<file path="config.mk">
export PLATFORM = sky130hd
export DESIGN_NAME = ledic_top
export DESIGN_NICKNAME = d
export VERILOG_FILES = /design/src/verilog/ledic_pkg.sv /design/src/verilog/ledic_blink.sv /design/src/verilog/ledic_cond.sv /design/src/verilog/ledic_top.sv
export SDC_FILE = /design/constraint.sdc
export NUM_CORES = 1
export LEC_CHECK = 0
export BUFFER_PORTS_ARGS = -buffer_cell sky130_fd_sc_hd__buf_4
export CAP_MARGIN = 10
export CORE_ASPECT_RATIO = 1.4
export CORE_UTILIZATION = 45
export CTS_CLUSTER_SIZE = 20
export DETAILED_ROUTE_END_ITERATION = 10
export PLACE_DENSITY = 0.74
export SYNTH_ARGS = -nofsm -noshare
export SYNTH_HDL_FRONTEND = slang
export SYNTH_SLANG_ARGS = --single-unit
</file>
<file path="constraint.sdc">
create_clock -name clk_sys_i -period 2.7 [get_ports clk_sys_i]
set_clock_uncertainty 0.2 [all_clocks]
set_input_delay 0.54 -clock clk_sys_i [delete_from_list [all_inputs] [get_ports clk_sys_i]]
set_output_delay 0.54 -clock clk_sys_i [all_outputs]
set_load 0.03 [all_outputs]
</file>
<file path="src/verilog/ledic_pkg.sv">
// Constants for the indicator control block: default word layout,
// selector codes and blink timing.
// Assumes a 100 MHz core clock.
package ledic_pkg;
  localparam int          LEDIC_WORD_W    = 16;
  localparam logic [15:0] LEDIC_WORD_RST  = 16'h18f4; // 0 0 0 110 0 0 111 1 0 100
  localparam int          LEDIC_RATE_BIT  = 15;
  localparam int          LEDIC_BLK2_BIT  = 14;
  localparam int          LEDIC_POL2_BIT  = 13;
  localparam int          LEDIC_SEL2_LSB  = 10;
  localparam int          LEDIC_BLK1_BIT  = 9;
  localparam int          LEDIC_POL1_BIT  = 8;
  localparam int          LEDIC_SEL1_LSB  = 5;
  localparam int          LEDIC_BLK0_BIT  = 4;
  localparam int          LEDIC_POL0_BIT  = 3;
  localparam int          LEDIC_SEL0_LSB  = 0;
  localparam int          LEDIC_SEL_W     = 3;
  localparam int          LEDIC_CLK_MHZ   = 100;
  localparam int          LEDIC_SLOW_MS   = 200;
  localparam int          LEDIC_FAST_MS   = 83;
  localparam int          LEDIC_SLOW_CYC  = LEDIC_SLOW_MS * 1000 * LEDIC_CLK_MHZ;
  localparam int          LEDIC_FAST_CYC  = LEDIC_FAST_MS * 1000 * LEDIC_CLK_MHZ;

  typedef enum logic [2:0] {
    LEDIC_M_L10_1000  = 3'h0,
    LEDIC_M_L100_1000 = 3'h1,
    LEDIC_M_LINK      = 3'h2,
    LEDIC_M_ACT       = 3'h3,
    LEDIC_M_LINK_IDLE = 3'h4,
    LEDIC_M_L10       = 3'h5,
    LEDIC_M_L100      = 3'h6,
    LEDIC_M_L1000     = 3'h7
  } ledic_mode_t;

  typedef enum logic [2:0] {
    LEDIC_SP_NONE = 3'h0,
    LEDIC_SP_10   = 3'h1,
    LEDIC_SP_100  = 3'h2,
    LEDIC_SP_1000 = 3'h4
  } ledic_speed_t;
endpackage

</file>
<file path="src/verilog/ledic_blink.sv">
// Shared blink phase generator for the indicator outputs.
// Assumes one core clock and a clock enable that freezes it.
`timescale 1ns/100ps
`default_nettype none
module ledic_blink
  import ledic_pkg::*;
#(
  parameter int SLOW_CYC = LEDIC_SLOW_CYC,
  parameter int FAST_CYC = LEDIC_FAST_CYC
)
(
  input  wire logic clk_sys_i,
  input  wire logic nrst_i,
  input  wire logic ce_i,
  input  wire logic fast_i,
  output logic      phase_o
);
  localparam int CW = $clog2(SLOW_CYC + 1);
  localparam logic [CW-1:0] SLOW_LAST = CW'(SLOW_CYC - 1);
  localparam logic [CW-1:0] FAST_LAST = CW'(FAST_CYC - 1);

  logic [CW-1:0] cnt_q;
  logic [CW-1:0] cnt_d;
  logic          ph_q;
  logic          ph_d;
  logic [CW-1:0] last;

  // Half period ends at the selected count; a rate change mid-phase
  // ends the phase early rather than wrapping the counter
  always_comb
  begin
    last  = fast_i ? FAST_LAST : SLOW_LAST;
    cnt_d = cnt_q;
    ph_d  = ph_q;
    if (ce_i)
    begin
      if (cnt_q >= last)
      begin
        cnt_d = '0;
        ph_d  = ~ph_q;
      end
      else
      begin
        cnt_d = cnt_q + CW'(1);
      end
    end
  end

  // Counter and phase registers
  always_ff @(posedge clk_sys_i or negedge nrst_i)
  begin
    if (!nrst_i)
    begin
      cnt_q <= '0;
      ph_q  <= 1'b1;
    end
    else
    begin
      cnt_q <= cnt_d;
      ph_q  <= ph_d;
    end
  end

  assign phase_o = ph_q;

  a_phase_len: assert property (@(posedge clk_sys_i) disable iff (!nrst_i)
    (ce_i && cnt_q == '0 && $past(cnt_q) != '0) |-> (ph_q != $past(ph_q)))
    else $error("blink phase did not toggle at wrap");
endmodule
`default_nettype wire

</file>
<file path="src/verilog/ledic_cond.sv">
// Decodes a three-bit selector against link speed and activity.
// Assumes speed is one-hot or none and activity is a level.
`timescale 1ns/100ps
`default_nettype none
module ledic_cond
  import ledic_pkg::*;
(
  input  wire logic [2:0] sel_i,
  input  wire logic       sp10_i,
  input  wire logic       sp100_i,
  input  wire logic       sp1000_i,
  input  wire logic       act_i,
  output logic            cond_o
);
  logic link;

  // Selector decode of the condition
  always_comb
  begin
    link = sp10_i | sp100_i | sp1000_i;
    unique case (ledic_mode_t'(sel_i))
      LEDIC_M_L10_1000:  cond_o = sp10_i | sp1000_i;
      LEDIC_M_L100_1000: cond_o = sp100_i | sp1000_i;
      LEDIC_M_LINK:      cond_o = link;
      LEDIC_M_ACT:       cond_o = link & act_i;
      LEDIC_M_LINK_IDLE: cond_o = link & ~act_i;
      LEDIC_M_L10:       cond_o = sp10_i;
      LEDIC_M_L100:      cond_o = sp100_i;
      LEDIC_M_L1000:     cond_o = sp1000_i;
    endcase
  end
endmodule
`default_nettype wire

</file>
<file path="src/verilog/ledic_top.sv">
// Top of the indicator control block: holds the control word, decodes
// three conditions, applies blink and polarity, registers the pins.
// Assumes link speed and activity arrive synchronous to clk_sys_i.
`timescale 1ns/100ps
`default_nettype none
module ledic_top
  import ledic_pkg::*;
#(
  parameter int SLOW_CYC = LEDIC_SLOW_CYC,
  parameter int FAST_CYC = LEDIC_FAST_CYC
)
(
  input  wire logic        clk_sys_i,
  input  wire logic        nrst_i,
  input  wire logic        ce_i,
  input  wire logic        load_i,
  input  wire logic [15:0] word_i,
  input  wire logic        sp10_i,
  input  wire logic        sp100_i,
  input  wire logic        sp1000_i,
  input  wire logic        act_i,
  output logic [15:0]      word_o,
  output logic [2:0]       led_o
);
  logic [15:0] word_q;
  logic [15:0] word_d;
  logic [2:0]  led_q;
  logic [2:0]  led_d;
  logic [2:0]  cond;
  logic [2:0]  on;
  logic        phase;

  // Field extraction for one output
  function automatic logic [2:0] sel_of(input logic [15:0] w, input int lsb);
    sel_of = w[lsb +: LEDIC_SEL_W];
  endfunction

  // Control word: reset default, replaced by the driver load;
  // power state plays no part, so the loaded word holds everywhere
  always_comb
  begin
    word_d = word_q;
    if (ce_i && load_i)
    begin
      word_d = word_i;
    end
  end

  always_ff @(posedge clk_sys_i or negedge nrst_i)
  begin
    if (!nrst_i)
    begin
      word_q <= LEDIC_WORD_RST;
    end
    else
    begin
      word_q <= word_d;
    end
  end

  assign word_o = word_q;

  ledic_blink #(
    .SLOW_CYC (SLOW_CYC),
    .FAST_CYC (FAST_CYC)
  ) u_blink (
    .clk_sys_i (clk_sys_i),
    .nrst_i    (nrst_i),
    .ce_i      (ce_i),
    .fast_i    (word_q[LEDIC_RATE_BIT]),
    .phase_o   (phase)
  );

  ledic_cond u_cond2 (
    .sel_i    (sel_of(word_q, LEDIC_SEL2_LSB)),
    .sp10_i   (sp10_i),
    .sp100_i  (sp100_i),
    .sp1000_i (sp1000_i),
    .act_i    (act_i),
    .cond_o   (cond[2])
  );

  ledic_cond u_cond1 (
    .sel_i    (sel_of(word_q, LEDIC_SEL1_LSB)),
    .sp10_i   (sp10_i),
    .sp100_i  (sp100_i),
    .sp1000_i (sp1000_i),
    .act_i    (act_i),
    .cond_o   (cond[1])
  );

  ledic_cond u_cond0 (
    .sel_i    (sel_of(word_q, LEDIC_SEL0_LSB)),
    .sp10_i   (sp10_i),
    .sp100_i  (sp100_i),
    .sp1000_i (sp1000_i),
    .act_i    (act_i),
    .cond_o   (cond[0])
  );

  // Logical on state, then pin level; polarity 0 means low is lit
  always_comb
  begin
    on[2] = cond[2] & (~word_q[LEDIC_BLK2_BIT] | phase);
    on[1] = cond[1] & (~word_q[LEDIC_BLK1_BIT] | phase);
    on[0] = cond[0] & (~word_q[LEDIC_BLK0_BIT] | phase);
    led_d = led_q;
    if (ce_i)
    begin
      led_d[2] = word_q[LEDIC_POL2_BIT] ? on[2] : ~on[2];
      led_d[1] = word_q[LEDIC_POL1_BIT] ? on[1] : ~on[1];
      led_d[0] = word_q[LEDIC_POL0_BIT] ? on[0] : ~on[0];
    end
  end

  // Pins come from flops so board loads see no decode glitches
  always_ff @(posedge clk_sys_i or negedge nrst_i)
  begin
    if (!nrst_i)
    begin
      led_q <= 3'h7; // Active-low default: all dark
    end
    else
    begin
      led_q <= led_d;
    end
  end

  assign led_o = led_q;

  // Word loading and freeze
  a_load_word: assert property (@(posedge clk_sys_i) disable iff (!nrst_i)
    (ce_i && load_i) |=> (word_q == $past(word_i)))
    else $error("control word not loaded");
  a_hold_ce: assert property (@(posedge clk_sys_i) disable iff (!nrst_i)
    !ce_i |=> $stable(led_q) && $stable(word_q))
    else $error("state moved with enable low");

  // Steady outputs show the condition at the polarity level
  a_steady_on: assert property (@(posedge clk_sys_i) disable iff (!nrst_i)
    (ce_i && cond[1] && !word_q[LEDIC_BLK1_BIT])
      |=> (led_q[1] == $past(word_q[LEDIC_POL1_BIT])))
    else $error("steady output one not lit");
  a_steady_two: assert property (@(posedge clk_sys_i) disable iff (!nrst_i)
    (ce_i && cond[2] && !word_q[LEDIC_BLK2_BIT])
      |=> (led_q[2] == $past(word_q[LEDIC_POL2_BIT])))
    else $error("steady output two not lit");
  a_steady_zero: assert property (@(posedge clk_sys_i) disable iff (!nrst_i)
    (ce_i && cond[0] && !word_q[LEDIC_BLK0_BIT])
      |=> (led_q[0] == $past(word_q[LEDIC_POL0_BIT])))
    else $error("steady output zero not lit");

  // A false condition keeps the lamp dark whatever the blink state
  a_dark_false: assert property (@(posedge clk_sys_i) disable iff (!nrst_i)
    (ce_i && !cond[2]) |=> (led_q[2] == !$past(word_q[LEDIC_POL2_BIT])))
    else $error("output two lit without condition");
  a_dark_one: assert property (@(posedge clk_sys_i) disable iff (!nrst_i)
    (ce_i && !cond[1]) |=> (led_q[1] == !$past(word_q[LEDIC_POL1_BIT])))
    else $error("output one lit without condition");
  a_dark_zero: assert property (@(posedge clk_sys_i) disable iff (!nrst_i)
    (ce_i && !cond[0]) |=> (led_q[0] == !$past(word_q[LEDIC_POL0_BIT])))
    else $error("output zero lit without condition");

  // Blinking outputs follow the shared phase
  a_blink_off: assert property (@(posedge clk_sys_i) disable iff (!nrst_i)
    (ce_i && cond[0] && word_q[LEDIC_BLK0_BIT] && !phase)
      |=> (led_q[0] == !$past(word_q[LEDIC_POL0_BIT])))
    else $error("blinking output zero lit in off phase");
  a_blink_on: assert property (@(posedge clk_sys_i) disable iff (!nrst_i)
    (ce_i && cond[0] && word_q[LEDIC_BLK0_BIT] && phase)
      |=> (led_q[0] == $past(word_q[LEDIC_POL0_BIT])))
    else $error("blinking output zero dark in on phase");
  a_blink_off2: assert property (@(posedge clk_sys_i) disable iff (!nrst_i)
    (ce_i && cond[2] && word_q[LEDIC_BLK2_BIT] && !phase)
      |=> (led_q[2] == !$past(word_q[LEDIC_POL2_BIT])))
    else $error("blinking output two lit in off phase");
  a_blink_off1: assert property (@(posedge clk_sys_i) disable iff (!nrst_i)
    (ce_i && cond[1] && word_q[LEDIC_BLK1_BIT] && !phase)
      |=> (led_q[1] == !$past(word_q[LEDIC_POL1_BIT])))
    else $error("blinking output one lit in off phase");

  // Polarity decides the lit level
  a_pol_high: assert property (@(posedge clk_sys_i) disable iff (!nrst_i)
    (ce_i && word_q[LEDIC_POL0_BIT] && on[0]) |=> led_q[0])
    else $error("active-high output zero not high");
  a_pol_low: assert property (@(posedge clk_sys_i) disable iff (!nrst_i)
    (ce_i && !word_q[LEDIC_POL1_BIT] && on[1]) |=> !led_q[1])
    else $error("active-low output one not low");

  // Selector decode against the link inputs
  a_gig_sel: assert property (@(posedge clk_sys_i) disable iff (!nrst_i)
    (sel_of(word_q, LEDIC_SEL1_LSB) == LEDIC_M_L1000) |-> (cond[1] == sp1000_i))
    else $error("gigabit selector mismatch");
  a_idle_sel: assert property (@(posedge clk_sys_i) disable iff (!nrst_i)
    (sel_of(word_q, LEDIC_SEL0_LSB) == LEDIC_M_LINK_IDLE)
      |-> (cond[0] == ((sp10_i | sp100_i | sp1000_i) & !act_i)))
    else $error("link idle selector mismatch");
  a_fast_sel: assert property (@(posedge clk_sys_i) disable iff (!nrst_i)
    (sel_of(word_q, LEDIC_SEL2_LSB) == LEDIC_M_L100) |-> (cond[2] == sp100_i))
    else $error("100 Mb/s selector mismatch");
  a_act_sel: assert property (@(posedge clk_sys_i) disable iff (!nrst_i)
    (sel_of(word_q, LEDIC_SEL0_LSB) == LEDIC_M_ACT)
      |-> (cond[0] == ((sp10_i | sp100_i | sp1000_i) & act_i)))
    else $error("activity selector mismatch");

  // Main scenarios
  c_load: cover property (@(posedge clk_sys_i) disable iff (!nrst_i) ce_i && load_i);
  c_blink: cover property (@(posedge clk_sys_i) disable iff (!nrst_i)
    cond[0] && word_q[LEDIC_BLK0_BIT] ##1 $changed(led_q[0]));
  c_fast: cover property (@(posedge clk_sys_i) disable iff (!nrst_i) word_q[LEDIC_RATE_BIT]);
  c_pol_high: cover property (@(posedge clk_sys_i) disable iff (!nrst_i)
    word_q[LEDIC_POL0_BIT] && on[0]);
endmodule
`default_nettype wire

</file>
==> run metrics, run 1 <==
synthesized net count=271; number of routed nets with antenna violations=0; synth-to-layout area growth=18.2%; number of library cell types mapped by synthesis=51; maximum achievable frequency=0.399 GHz; outcome=finished clean; setup slack, reg-to-reg=0.19 ns; crit share post-route=92.9%; leakage power summed over all cells=0.00145 uW; wl on met1=2.28 mm; first-pass GRT wire length=9.03 mm; vertical die dimension=91.7 um; Post-synth ARST share=100%; post-synthesis instance area=0.00258 sq mm; slew margin rel.=55.3%; TritonCTS clock tree=built; deepest clock path buffer count=2; launch point of the worst path=word_o[15]; clock power share=23.7%; FP Rows=32; Post-Syn Area per Cell=10.9 sq um; Worst Path Required=2.73 ns; routed wirelength normalized by instance count=16.1 um; routed wire length on met3=264 um; arrival time at the worst endpoint=2.54 ns; sequential share of the synthesized area=44.1%; fill cell instance count of the final layout=496; dpl hpwl=4.04 mm; reg2reg start=word_o[15]; largest net degree at the start of global routing=46; Most used DFF post-synth=dfrtp_1; Core Area=0.00553 sq mm; crit path max fanout=8; number of instances in the synthesized netlist=236; met2 WL post-DR=2.93 mm; PortBufs=42; number of antenna cells inserted=0; class of the tightest hold or removal check=primary input to asynchronous set/reset pin; highest metal layer used by the detailed router=met4; internal power contribution=1230 uW; Layout Nets=316; Net Sw Frac=32.5%; vias in the first global route=1979; MaxCap Viol Count=0; number of design rule violations left after detail routing=0; antenna violations before repair=0; drt total wl=5.64 mm; setup total negative slack=0 ns; Max IR drop VDD=0.362 mV; clock sink count=45; Setup Crit Path Kind=flip-flop to flip-flop; via count=1958; crit path launch type=flip-flop; time the final worst path needs with I/O delays and setup=2.51 ns; TritonCTS Buffers=5; flip-flop and latch count after synthesis=45; All-Layer GR Usage=19.5%; Total Die Area=0.00605 sq mm; detailed-routing iteration count for the pre-antenna-repair pass=4; gpl congestion=0.872; total I/O pin count=43; x dimension of the die=66.0 um; count of warnings emitted by yosys=0; clock network latency to the later pin of the worst-skew pair=0.30 ns; final number of max-transition violations=0; H-Tree Depth=2; drt first-iter violations=66; actual transition at the worst max-transition pin=0.668 ns; unrepaired setup endpoints after global routing=false; clock root buffer=clkbuf_8; GRT overflow=0; Final Hold Viols=0; power density of the placed cells=595 mW/mm^2; switching power total=590 uW; CP Capture Type=flip-flop; quantity of hold-fixing buffers added after cts=0; Core Util, Final=55.3%; Initial Util=46.8%; via-per-instance ratio=5.59; total of endpoints with negative setup slack in the final report=0; Clock transition at path regs=0.08 ns; layout cell share with drive strength beyond 1=34.4%; combinational fraction of design power=26.6%; fraction of power consumed by sequential logic=49.7%; number of enable flip-flop cells after synthesis=0
==> cells in the final DEF (no fill, tap or decap), types with 11 or more instances in the layout <==
cell type / instances
nand3_1: 11
ha_1: 11
nor2_1: 33
dfrtp_1: 34
nand2_1: 11
xor2_1: 11
xnor2_1: 11
mux2_2: 20
dfstp_2: 11
buf_4: 43
==> power by group through the flow <==
stage,clock (uW),sequential [uW],combinational [uW]
floorplan,0,995,217
global placement,0,905,478
detailed placement,0,912,487
CTS,438,900,488
global route,467,915,525
finish,431,902,483
==> metal layers <==
layer	vias to the layer above	GRT usage, %
li1	930	-
met1	945	21.6
met2	67	35.3
met3	16	3.86
met4	0	7.62
met5	-	0
==> timing repair <==
action / CTS / global route
resized for setup: 0 / 3
setup endpoints to repair: 0 / 20
buffers inserted: 0 / 0
==> final cells by class <==
type | instances | area [sq um] | area share [%]
clock buffer | 8 | 90.1 | 2.95
timing repair buffer | 43 | 323 | 10.6
multi-input combinational | 178 | 1390 | 45.4
sequential | 45 | 1140 | 37.3
tap | 68 | 85.1 | 2.79
inverter | 8 | 30.0 | 0.984
==> state kept, by name (all words and copies together) (netlist names) <==
| signal | flops |
|---|---|
| u_blink.phase_o | 1 |
| u_blink.cnt_q | 25 |
| word_o | 16 |
| led_o | 3 |
==> cells in the mapped netlist (2+ instances only) <==
cell / instances / area, sq um
xnor2_1: 11 / 96.3
a22o_1: 4 / 35.0
mux2_2: 20 / 225
and3_2: 2 / 15.0
xor2_1: 11 / 96.3
a211oi_1: 3 / 22.5
and3_1: 5 / 31.3
mux2i_1: 4 / 40.0
dfstp_2: 11 / 289
dfrtp_1: 34 / 851
ha_1: 11 / 138
nor2b_1: 3 / 18.8
nand2_1: 11 / 41.3
nor2_1: 33 / 124
a21oi_1: 2 / 10.0
nor3b_1: 2 / 15.0
nand4_1: 6 / 37.5
a21o_1: 4 / 30.0
o21ai_0: 6 / 30.0
mux4_2: 2 / 45.0
inv_1: 8 / 30.0
and4b_1: 2 / 20.0
nand3_1: 11 / 55.1
nor3_1: 3 / 15.0
==> worst paths after layout <==
path | endpoint | depth (start not counted)
max in group asynchronous | led_o[1] | 1
min in group clk_sys_i | word_o[15] | 2
setup reg to reg | u_blink.cnt_q[3] | 8
hold / removal | u_blink.cnt_q[6] | 1
hold reg to reg | word_o[14] | 1
setup / recovery | u_blink.cnt_q[3] | 8
==> critical path, cell delays in order, from the launching register on <==
cell and delay [ns]:
dfrtp_1 0.49, inv_1 0.17, ha_1 0.31, and4b_1 0.21, nor3b_2 0.17, a221oi_2 0.33
o21ai_4 0.13, nor2_2 0.23, a22o_1 0.19
==> stage by stage <==
stage | instances | total power [uW] | hold WS (ns) | area (sq um) | setup WS (ns)
floorplan | 236 | 1210 | 0.0444 | 2580 | 0.372
global placement | 341 | 1380 | 0.331 | 2940 | 0.246
detailed placement | 341 | 1400 | 0.336 | 2940 | 0.147
CTS | 349 | 1830 | 0.0577 | 3030 | 0.136
global route | 350 | 1910 | 0.0811 | 3050 | 0.0445
finish | 350 | 1820 | 0.0200 | 3050 | 0.191
==> kinds of logic (layout without fill, tap and decap cells) <==
kind of cell    count (synthesis)  count (layout)  synth area share [%]
fa+ha+maj                      11              11                  5.33
xor+xnor                       23              23                  8.09
flops                          45              45                  44.1
simple gates                   86              87                  17.7
compound gates                 31              31                  9.78
buf+inv                        14              59                  3.00
mux                            26              26                  12.0
(Power assumes the default switching activity.)
==> run 2: changes to the inputs <==
--- a/config.mk
+++ b/config.mk
@@ -14,4 +14,5 @@
 export PLACE_DENSITY = 0.74
 export SYNTH_ARGS = -nofsm -noshare
 export SYNTH_HDL_FRONTEND = slang
+export SYNTH_HIERARCHICAL = 1
 export SYNTH_SLANG_ARGS = --single-unit
==> run metrics, run 2 <==
All-Layer GR Usage=21.1% (+1.6 points); clock power share=22.5% (-1.2 points); Slowest Stage Delay on Critical Path=0.48 ns (about the same); Post-Syn Area per Cell=10.4 sq um (-5.0%); crit path max fanout=6 (-2); Initial Util=47.5% (+0.70 points); synth-to-layout area growth=22.5%; most used cell, CP=buf_4; number of antenna cells inserted=0 (unchanged); via-per-instance ratio=5.66 (+1.2%); Area after DPL=0.00309 sq mm (+5.0%); worst hold slack=0.00998 ns (-0.0100 ns); slew margin rel.=62.6% (+7.2 points); vias in the first global route=2167 (+9.5%); combinational fraction of design power=29.2% (+2.6 points); via count=2152 (+9.9%); layout cell share with drive strength beyond 1=32.1% (-2.3 points); leading area contributor after synthesis=dfrtp_1; sequential share of the synthesized area=43.2% (-0.96 points); Clock transition at path regs=0.08 ns (about the same); clock root buffer=clkbuf_8; crit path launch type=flip-flop; fraction of power consumed by sequential logic=48.3% (-1.4 points); clock sink count=45 (unchanged); count of warnings emitted by yosys=6 (+6); Max IR drop VDD=0.322 mV (-11%); crit share post-route=96.7% (+3.8 points); final instance area=0.00324 sq mm (+6.0%); number of enable flip-flop cells after synthesis=0 (unchanged); vertical die dimension=92.7 um (+1.1%); dpl hpwl=4.32 mm (+7.0%); H-Tree Depth=2 (unchanged); maximum achievable frequency=0.383 GHz (-3.9%); final number of max-transition violations=0 (unchanged); actual transition at the worst max-transition pin=0.561 ns (-0.107 ns); post-synth top area share=32.2% (-0.72 points); synthesized net count=289 (+6.6%); outcome=finished clean; TritonCTS clock tree=built; launch point of the worst path=word_o[15]; flip-flop count of the largest register after layout=25 (unchanged); deepest clock path buffer count=2 (unchanged); internal power contribution=1230 uW (+0.70%); routed wirelength normalized by instance count=15.4 um (-4.2%); class of the tightest hold or removal check=primary input to asynchronous set/reset pin; number of design rule violations left after detail routing=0 (unchanged); leakage power summed over all cells=0.00146 uW (+0.77%); detailed-routing iteration count for the pre-antenna-repair pass=4 (unchanged); power density of the placed cells=582 mW/mm^2 (-2.2%); most frequent cell after synthesis=dfrtp_1; library cell contributing the largest single delay on the critical path=dfrtp_2; x dimension of the die=66.8 um (+1.1%); Most used DFF post-synth=dfrtp_1; Net Sw Frac=34.5% (+1.9 points); drt total wl=5.86 mm (+4.0%); Final Hold Viols=0 (unchanged); reg2reg start=word_o[15]; clock network latency to the later pin of the worst-skew pair=0.31 ns (about the same); number of instances in the synthesized netlist=254 (+7.6%); switching power total=649 uW (+9.9%); antenna violations before repair=0 (unchanged); leading cell types in the layout, fill and taps excluded=buf_4 (53), dfrtp_1 (33), nor2_1 (27); PortBufs=42 (unchanged); drt first-iter violations=71 (+7.6%); Worst Path Required=2.72 ns (about the same); flip-flop and latch count after synthesis=45 (unchanged); cells taking the most area after synthesis=dfrtp_1 (32%), dfstp_2 (11%), mux2_4 (7.4%); Post-synth ARST share=100% (unchanged); arrival time at the worst endpoint=2.63 ns (+0.09 ns); quantity of hold-fixing buffers added after cts=0 (unchanged); FP Rows=32 (unchanged); Layout Nets=346 (+9.5%); time the final worst path needs with I/O delays and setup=2.61 ns (+0.102 ns); TritonCTS Buffers=5 (unchanged); most common cell after layout, fill and taps aside=buf_4; CP Capture Type=flip-flop; MaxCap Viol Count=0 (unchanged); Setup Crit Path Kind=flip-flop to flip-flop; Synth top cells by count=dfrtp_1 (34), nor2_1 (27), inv_1 (18); post-synthesis instance area=0.00264 sq mm (+2.2%); total of endpoints with negative setup slack in the final report=0 (unchanged); number of library cell types mapped by synthesis=44 (-14%); Total Die Area=0.00618 sq mm (+2.2%); gpl congestion=0.857 (-1.7%); largest net degree at the start of global routing=46 (unchanged); GRT overflow=0 (unchanged); total I/O pin count=43 (unchanged); Core Area=0.00557 sq mm (+0.72%); chain of cells forming the critical path=ha_4, a311o_1, a221o_1, a2111oi_4, buf_4, buf_4, a31oi_1, o22ai_1; largest register by flop count=u_blink/cnt_q; first-pass GRT wire length=10.0 mm (+11%); number of routed nets with antenna violations=0 (unchanged)
-- run 2: changes by cell type after synthesis, sizes merged, moves of 5 or more --
cell and delta:
nor4 +7, nor2 -7, xor2 -8, a21oi +6, nand2b +6, and3 -7, a31oi +5, inv +10
-- run 2: path summary, 6_finish.rpt --
path,to,slack [ns],cells past startpoint
min in group clk_sys_i,word_o[9],0.26,2
max in group asynchronous,word_o[15],1.87,1
worst max register to register,u_blink/cnt_q[7],0.09,8
worst min register to register,u_blink/cnt_q[1],0.33,2
worst max-delay path,u_blink/cnt_q[7],0.09,8
worst min-delay path,u_blink/cnt_q[16],0.01,1
-- run 2: power by group through the flow --
| stage | Combinational, uW | Clock, uW | Sequential, uW |
|---|---|---|---|
| final | 550 | 423 | 910 |
| after floorplan | 268 | 0 | 990 |
| after global routing | 599 | 458 | 927 |
| after detailed placement | 546 | 0 | 922 |
| after global placement | 526 | 0 | 917 |
| after CTS | 545 | 438 | 911 |
-- run 2: metrics by stage --
| stage | cells | worst slack (ns) | TNS [ns] | total power, uW | utilization [%] |
|---|---|---|---|---|---|
| floorplan | 254 | 0.0146 | 0 | 1260 | - |
| global placement | 367 | 0.0650 | 0 | 1440 | 55.6 |
| detailed placement | 367 | -0.0395 | -0.109 | 1470 | 55.6 |
| CTS | 375 | 0.0325 | 0 | 1890 | 57.3 |
| global route | 380 | -0.0448 | -0.107 | 1980 | 58.2 |
| finish | 380 | 0.0883 | 0 | 1880 | 58.2 |
-- run 2: critical path: cells and delay by family, from the launching register on --
kind            cells  cell delay (ns)
flops               1             0.48
buf+inv             2             0.33
compound gates      5             1.27
fa+ha+maj           1             0.26
-- run 2: final cells by class --
type | instances | area [sq um]
well taps | 68 | 85.1
clock inverters | 3 | 21.3
inverters | 19 | 71.3
fillers | 495 | 2330
clock buffers | 5 | 68.8
flip-flops and latches | 45 | 1140
repair buffers | 54 | 418
multi-input cells | 186 | 1430
-- run 2: per-layer routing --
| metal | wire length, um | GRT usage, % | part of all wire, % | up-vias |
|---|---|---|---|---|
| li1 | - | - | - | 1042 |
| met2 | 3110 | 37.3 | 53 | 42 |
| met1 | 2430 | 25.0 | 41 | 1060 |
| met4 | 92 | 7.98 | 1.6 | 0 |
| met5 | 0 | 0 | 0 | - |
| met3 | 223 | 3.08 | 3.8 | 8 |
-- run 2: kinds of logic after synthesis --
family	count (synthesis)	share of synthesized area [%]
flops	45	43.2
xor+xnor	19	6.30
fa+ha+maj	11	5.21
mux	23	11.5
buf+inv	23	3.60
simple gates	85	16.3
compound gates	48	13.9
-- run 2: repair_timing --
item                       CTS  global route
pin swaps                    0             3
buffers inserted             0             5
setup endpoints to repair    4            12
gates resized for setup      1             1
==> run 3: changes to the inputs <==
--- a/config.mk
+++ b/config.mk
@@ -5,13 +5,14 @@
 export SDC_FILE = /design/constraint.sdc
 export NUM_CORES = 1
 export LEC_CHECK = 0
+export ABC_AREA = 1
 export BUFFER_PORTS_ARGS = -buffer_cell sky130_fd_sc_hd__buf_4
 export CAP_MARGIN = 10
 export CORE_ASPECT_RATIO = 1.4
 export CORE_UTILIZATION = 45
 export CTS_CLUSTER_SIZE = 20
 export DETAILED_ROUTE_END_ITERATION = 10
-export PLACE_DENSITY = 0.74
+export PLACE_DENSITY = 0.73
 export SYNTH_ARGS = -nofsm -noshare
 export SYNTH_HDL_FRONTEND = slang
 export SYNTH_HIERARCHICAL = 1
==> run metrics, run 3 <==
crit share post-route=90.9% (-5.9 points); class of the tightest hold or removal check=primary input to asynchronous set/reset pin; outcome=finished clean; number of routed nets with antenna violations=0 (unchanged); drt total wl=7.13 mm (+22%); MaxCap Viol Count=0 (unchanged); power density of the placed cells=558 mW/mm^2 (-4.1%); cells taking the most area after synthesis=dfrtp_1 (28%), nand2_1 (20%), dfstp_2 (9.5%); largest register by flop count=u_blink/cnt_q; post-synth top area share=27.9% (-4.3 points); number of design rule violations left after detail routing=0 (unchanged); drt first-iter violations=128 (+80%); number of library cell types mapped by synthesis=27 (-39%); Area after DPL=0.00340 sq mm (+10%); layout cell share with drive strength beyond 1=17.5% (-15 points); Core Area=0.00657 sq mm (+18%); number of enable flip-flop cells after synthesis=0 (unchanged); leakage power summed over all cells=0.00181 uW (+24%); PortBufs=42 (unchanged); TritonCTS clock tree=built; quantity of hold-fixing buffers added after cts=0 (unchanged); Initial Util=46.4% (-1.1 points); time the final worst path needs with I/O delays and setup=2.45 ns (-0.158 ns); via count=2862 (+33%); Final Hold Viols=0 (unchanged); leading area contributor after synthesis=dfrtp_1; post-route worst setup slack=0.247 ns (+0.158 ns); Layout Nets=519 (+50%); count of instances resized after the clock tree is built=0 (-1); crit path launch type=flip-flop; GRT overflow=0 (unchanged); flip-flop and latch count after synthesis=45 (unchanged); actual transition at the worst max-transition pin=0.559 ns (-0.00247 ns); dpl hpwl=5.40 mm (+25%); maximum achievable frequency=0.408 GHz (+6.5%); setup slack at placement=0.271 ns (+0.310 ns); largest net degree at the start of global routing=46 (unchanged); most frequent cell after synthesis=nand2_1; post-synthesis instance area=0.00305 sq mm (+15%); sequential share of the synthesized area=37.4% (-5.8 points); number of instances in the synthesized netlist=441 (+74%); setup total negative slack=0 ns (unchanged); antenna violations before repair=0 (unchanged); Total Die Area=0.00711 sq mm (+15%); x dimension of the die=71.6 um (+7.2%); total of endpoints with negative setup slack in the final report=0 (unchanged); TritonCTS Buffers=5 (unchanged); gpl congestion=0.924 (+7.8%); clock sink count=45 (unchanged); arrival time at the worst endpoint=2.42 ns (-0.21 ns); CP Capture Type=flip-flop; Post-synth ARST share=100% (unchanged); crit path max fanout=21 (+15); vertical die dimension=99.4 um (+7.3%); slew margin rel.=62.7% (+0.16 points); most common cell after layout, fill and taps aside=nand2_1; routed wirelength normalized by instance count=12.7 um (-17%); unrepaired setup endpoints after global routing=false; synthesized net count=476 (+65%); count of warnings emitted by yosys=6 (unchanged); Synth top cells by count=nand2_1 (160), nor2_1 (62), inv_1 (48); synth-to-layout area growth=15.5%; Worst Path Required=2.67 ns (-0.05 ns); clock root buffer=clkbuf_8; vias in the first global route=2786 (+29%); All-Layer GR Usage=21.4% (+0.38 points); Post-CTS Setup Bufs=0 (unchanged); Most used DFF post-synth=dfrtp_1; number of antenna cells inserted=0 (unchanged); leading cell types in the layout, fill and taps excluded=nand2_1 (160), nor2_1 (62), inv_1 (48); final instance area=0.00352 sq mm (+8.7%); via-per-instance ratio=5.12 (-9.6%); final number of max-transition violations=0 (unchanged); flip-flop count of the largest register after layout=25 (unchanged); H-Tree Depth=2 (unchanged); total I/O pin count=43 (unchanged); FP Rows=35 (+9.4%); first-pass GRT wire length=12.1 mm (+21%); Max IR drop VDD=0.276 mV (-14%); Post-Syn Area per Cell=6.91 sq um (-34%); deepest clock path buffer count=2 (unchanged); Setup Crit Path Kind=flip-flop to flip-flop; Clock transition at path regs=0.08 ns (about the same); detailed-routing iteration count for the pre-antenna-repair pass=4 (unchanged); clock network latency to the later pin of the worst-skew pair=0.30 ns (about the same)
==> run 3: changes by cell type after synthesis, moves of 7 or more <==
cell | previous run | this run
xor2_1 | 3 | 13
inv_1 | 18 | 48
mux2_4 | 13 | 0
nand3_1 | 13 | 47
nor4_1 | 8 | 1
nor2_1 | 27 | 62
xnor2_1 | 16 | 4
nand2_1 | 10 | 160
==> run 3: metal layers <==
metal  GRT usage (%)  part of all wire [%]
met3            3.85                   4.5
met1            24.8                    42
met4            9.20                   3.6
met2            38.5                    50
met5               0                     0
==> run 3: path summary, 6_finish.rpt <==
kind                       cells past startpoint                 to        from  slack [ns]
max                                           11  u_blink/cnt_q[20]  word_o[15]        0.25
min                                            1          word_o[0]      nrst_i        0.03
max reg2reg                                   11  u_blink/cnt_q[20]  word_o[15]        0.25
min reg2reg                                    2           led_o[2]    led_o[2]        0.27
max in group asynchronous                      1           led_o[0]      nrst_i        1.89
min in group clk_sys_i                         3          word_o[5]   word_i[5]        0.26
==> run 3: where the power goes <==
group,switching [uW],leakage (uW),internal (uW)
clock network,232,0.0000574,301
logic,331,0.00119,202
registers,108,0.000563,789
==> run 3: cell families (layout without fill, tap and decap cells) <==
family	count (synthesis)	after routing	synth area share (%)
AND/OR/NAND/NOR	300	300	42.6
AO/OA/AOI/OAI	10	10	2.26
XOR/XNOR	17	17	4.88
adder cells (fa/ha/maj)	11	11	4.52
buffers and inverters	58	102	8.37
flip-flops	45	45	37.4
==> run 3: area by class of cell <==
| class | instances | area (sq um) |
|---|---|---|
| inverter | 51 | 191 |
| multi-input combinational | 338 | 1650 |
| timing repair buffer | 43 | 323 |
| tap | 74 | 92.6 |
| clock inverter | 2 | 37.5 |
| fill | 639 | 3050 |
| clock buffer | 6 | 82.6 |
| sequential | 45 | 1140 |
==> run 3: metrics by stage <==
stage	instances	power [uW]	util (%)	hold slack [ns]
5_1_grt	559	2090	53.6	0.0678
2_1_floorplan	441	1250	-	0.0444
6_report	559	1960	53.6	0.0315
4_1_cts	559	1980	53.6	0.0519
3_3_place_gp	551	1420	51.8	0.255
3_5_place_dp	551	1440	51.8	0.257
==> run 3: worst max-delay path: stages (launching register included) <==
cell	delay (ns)
dfrtp_1	0.48
inv_1	0.19
ha_1	0.36
nand2_1	0.07
nor2_1	0.13
nand2_1	0.08
nor2_1	0.11
nand2_1	0.07
nand2_2	0.07
nor2_2	0.06
nor2_4	0.40
nor2_1	0.10
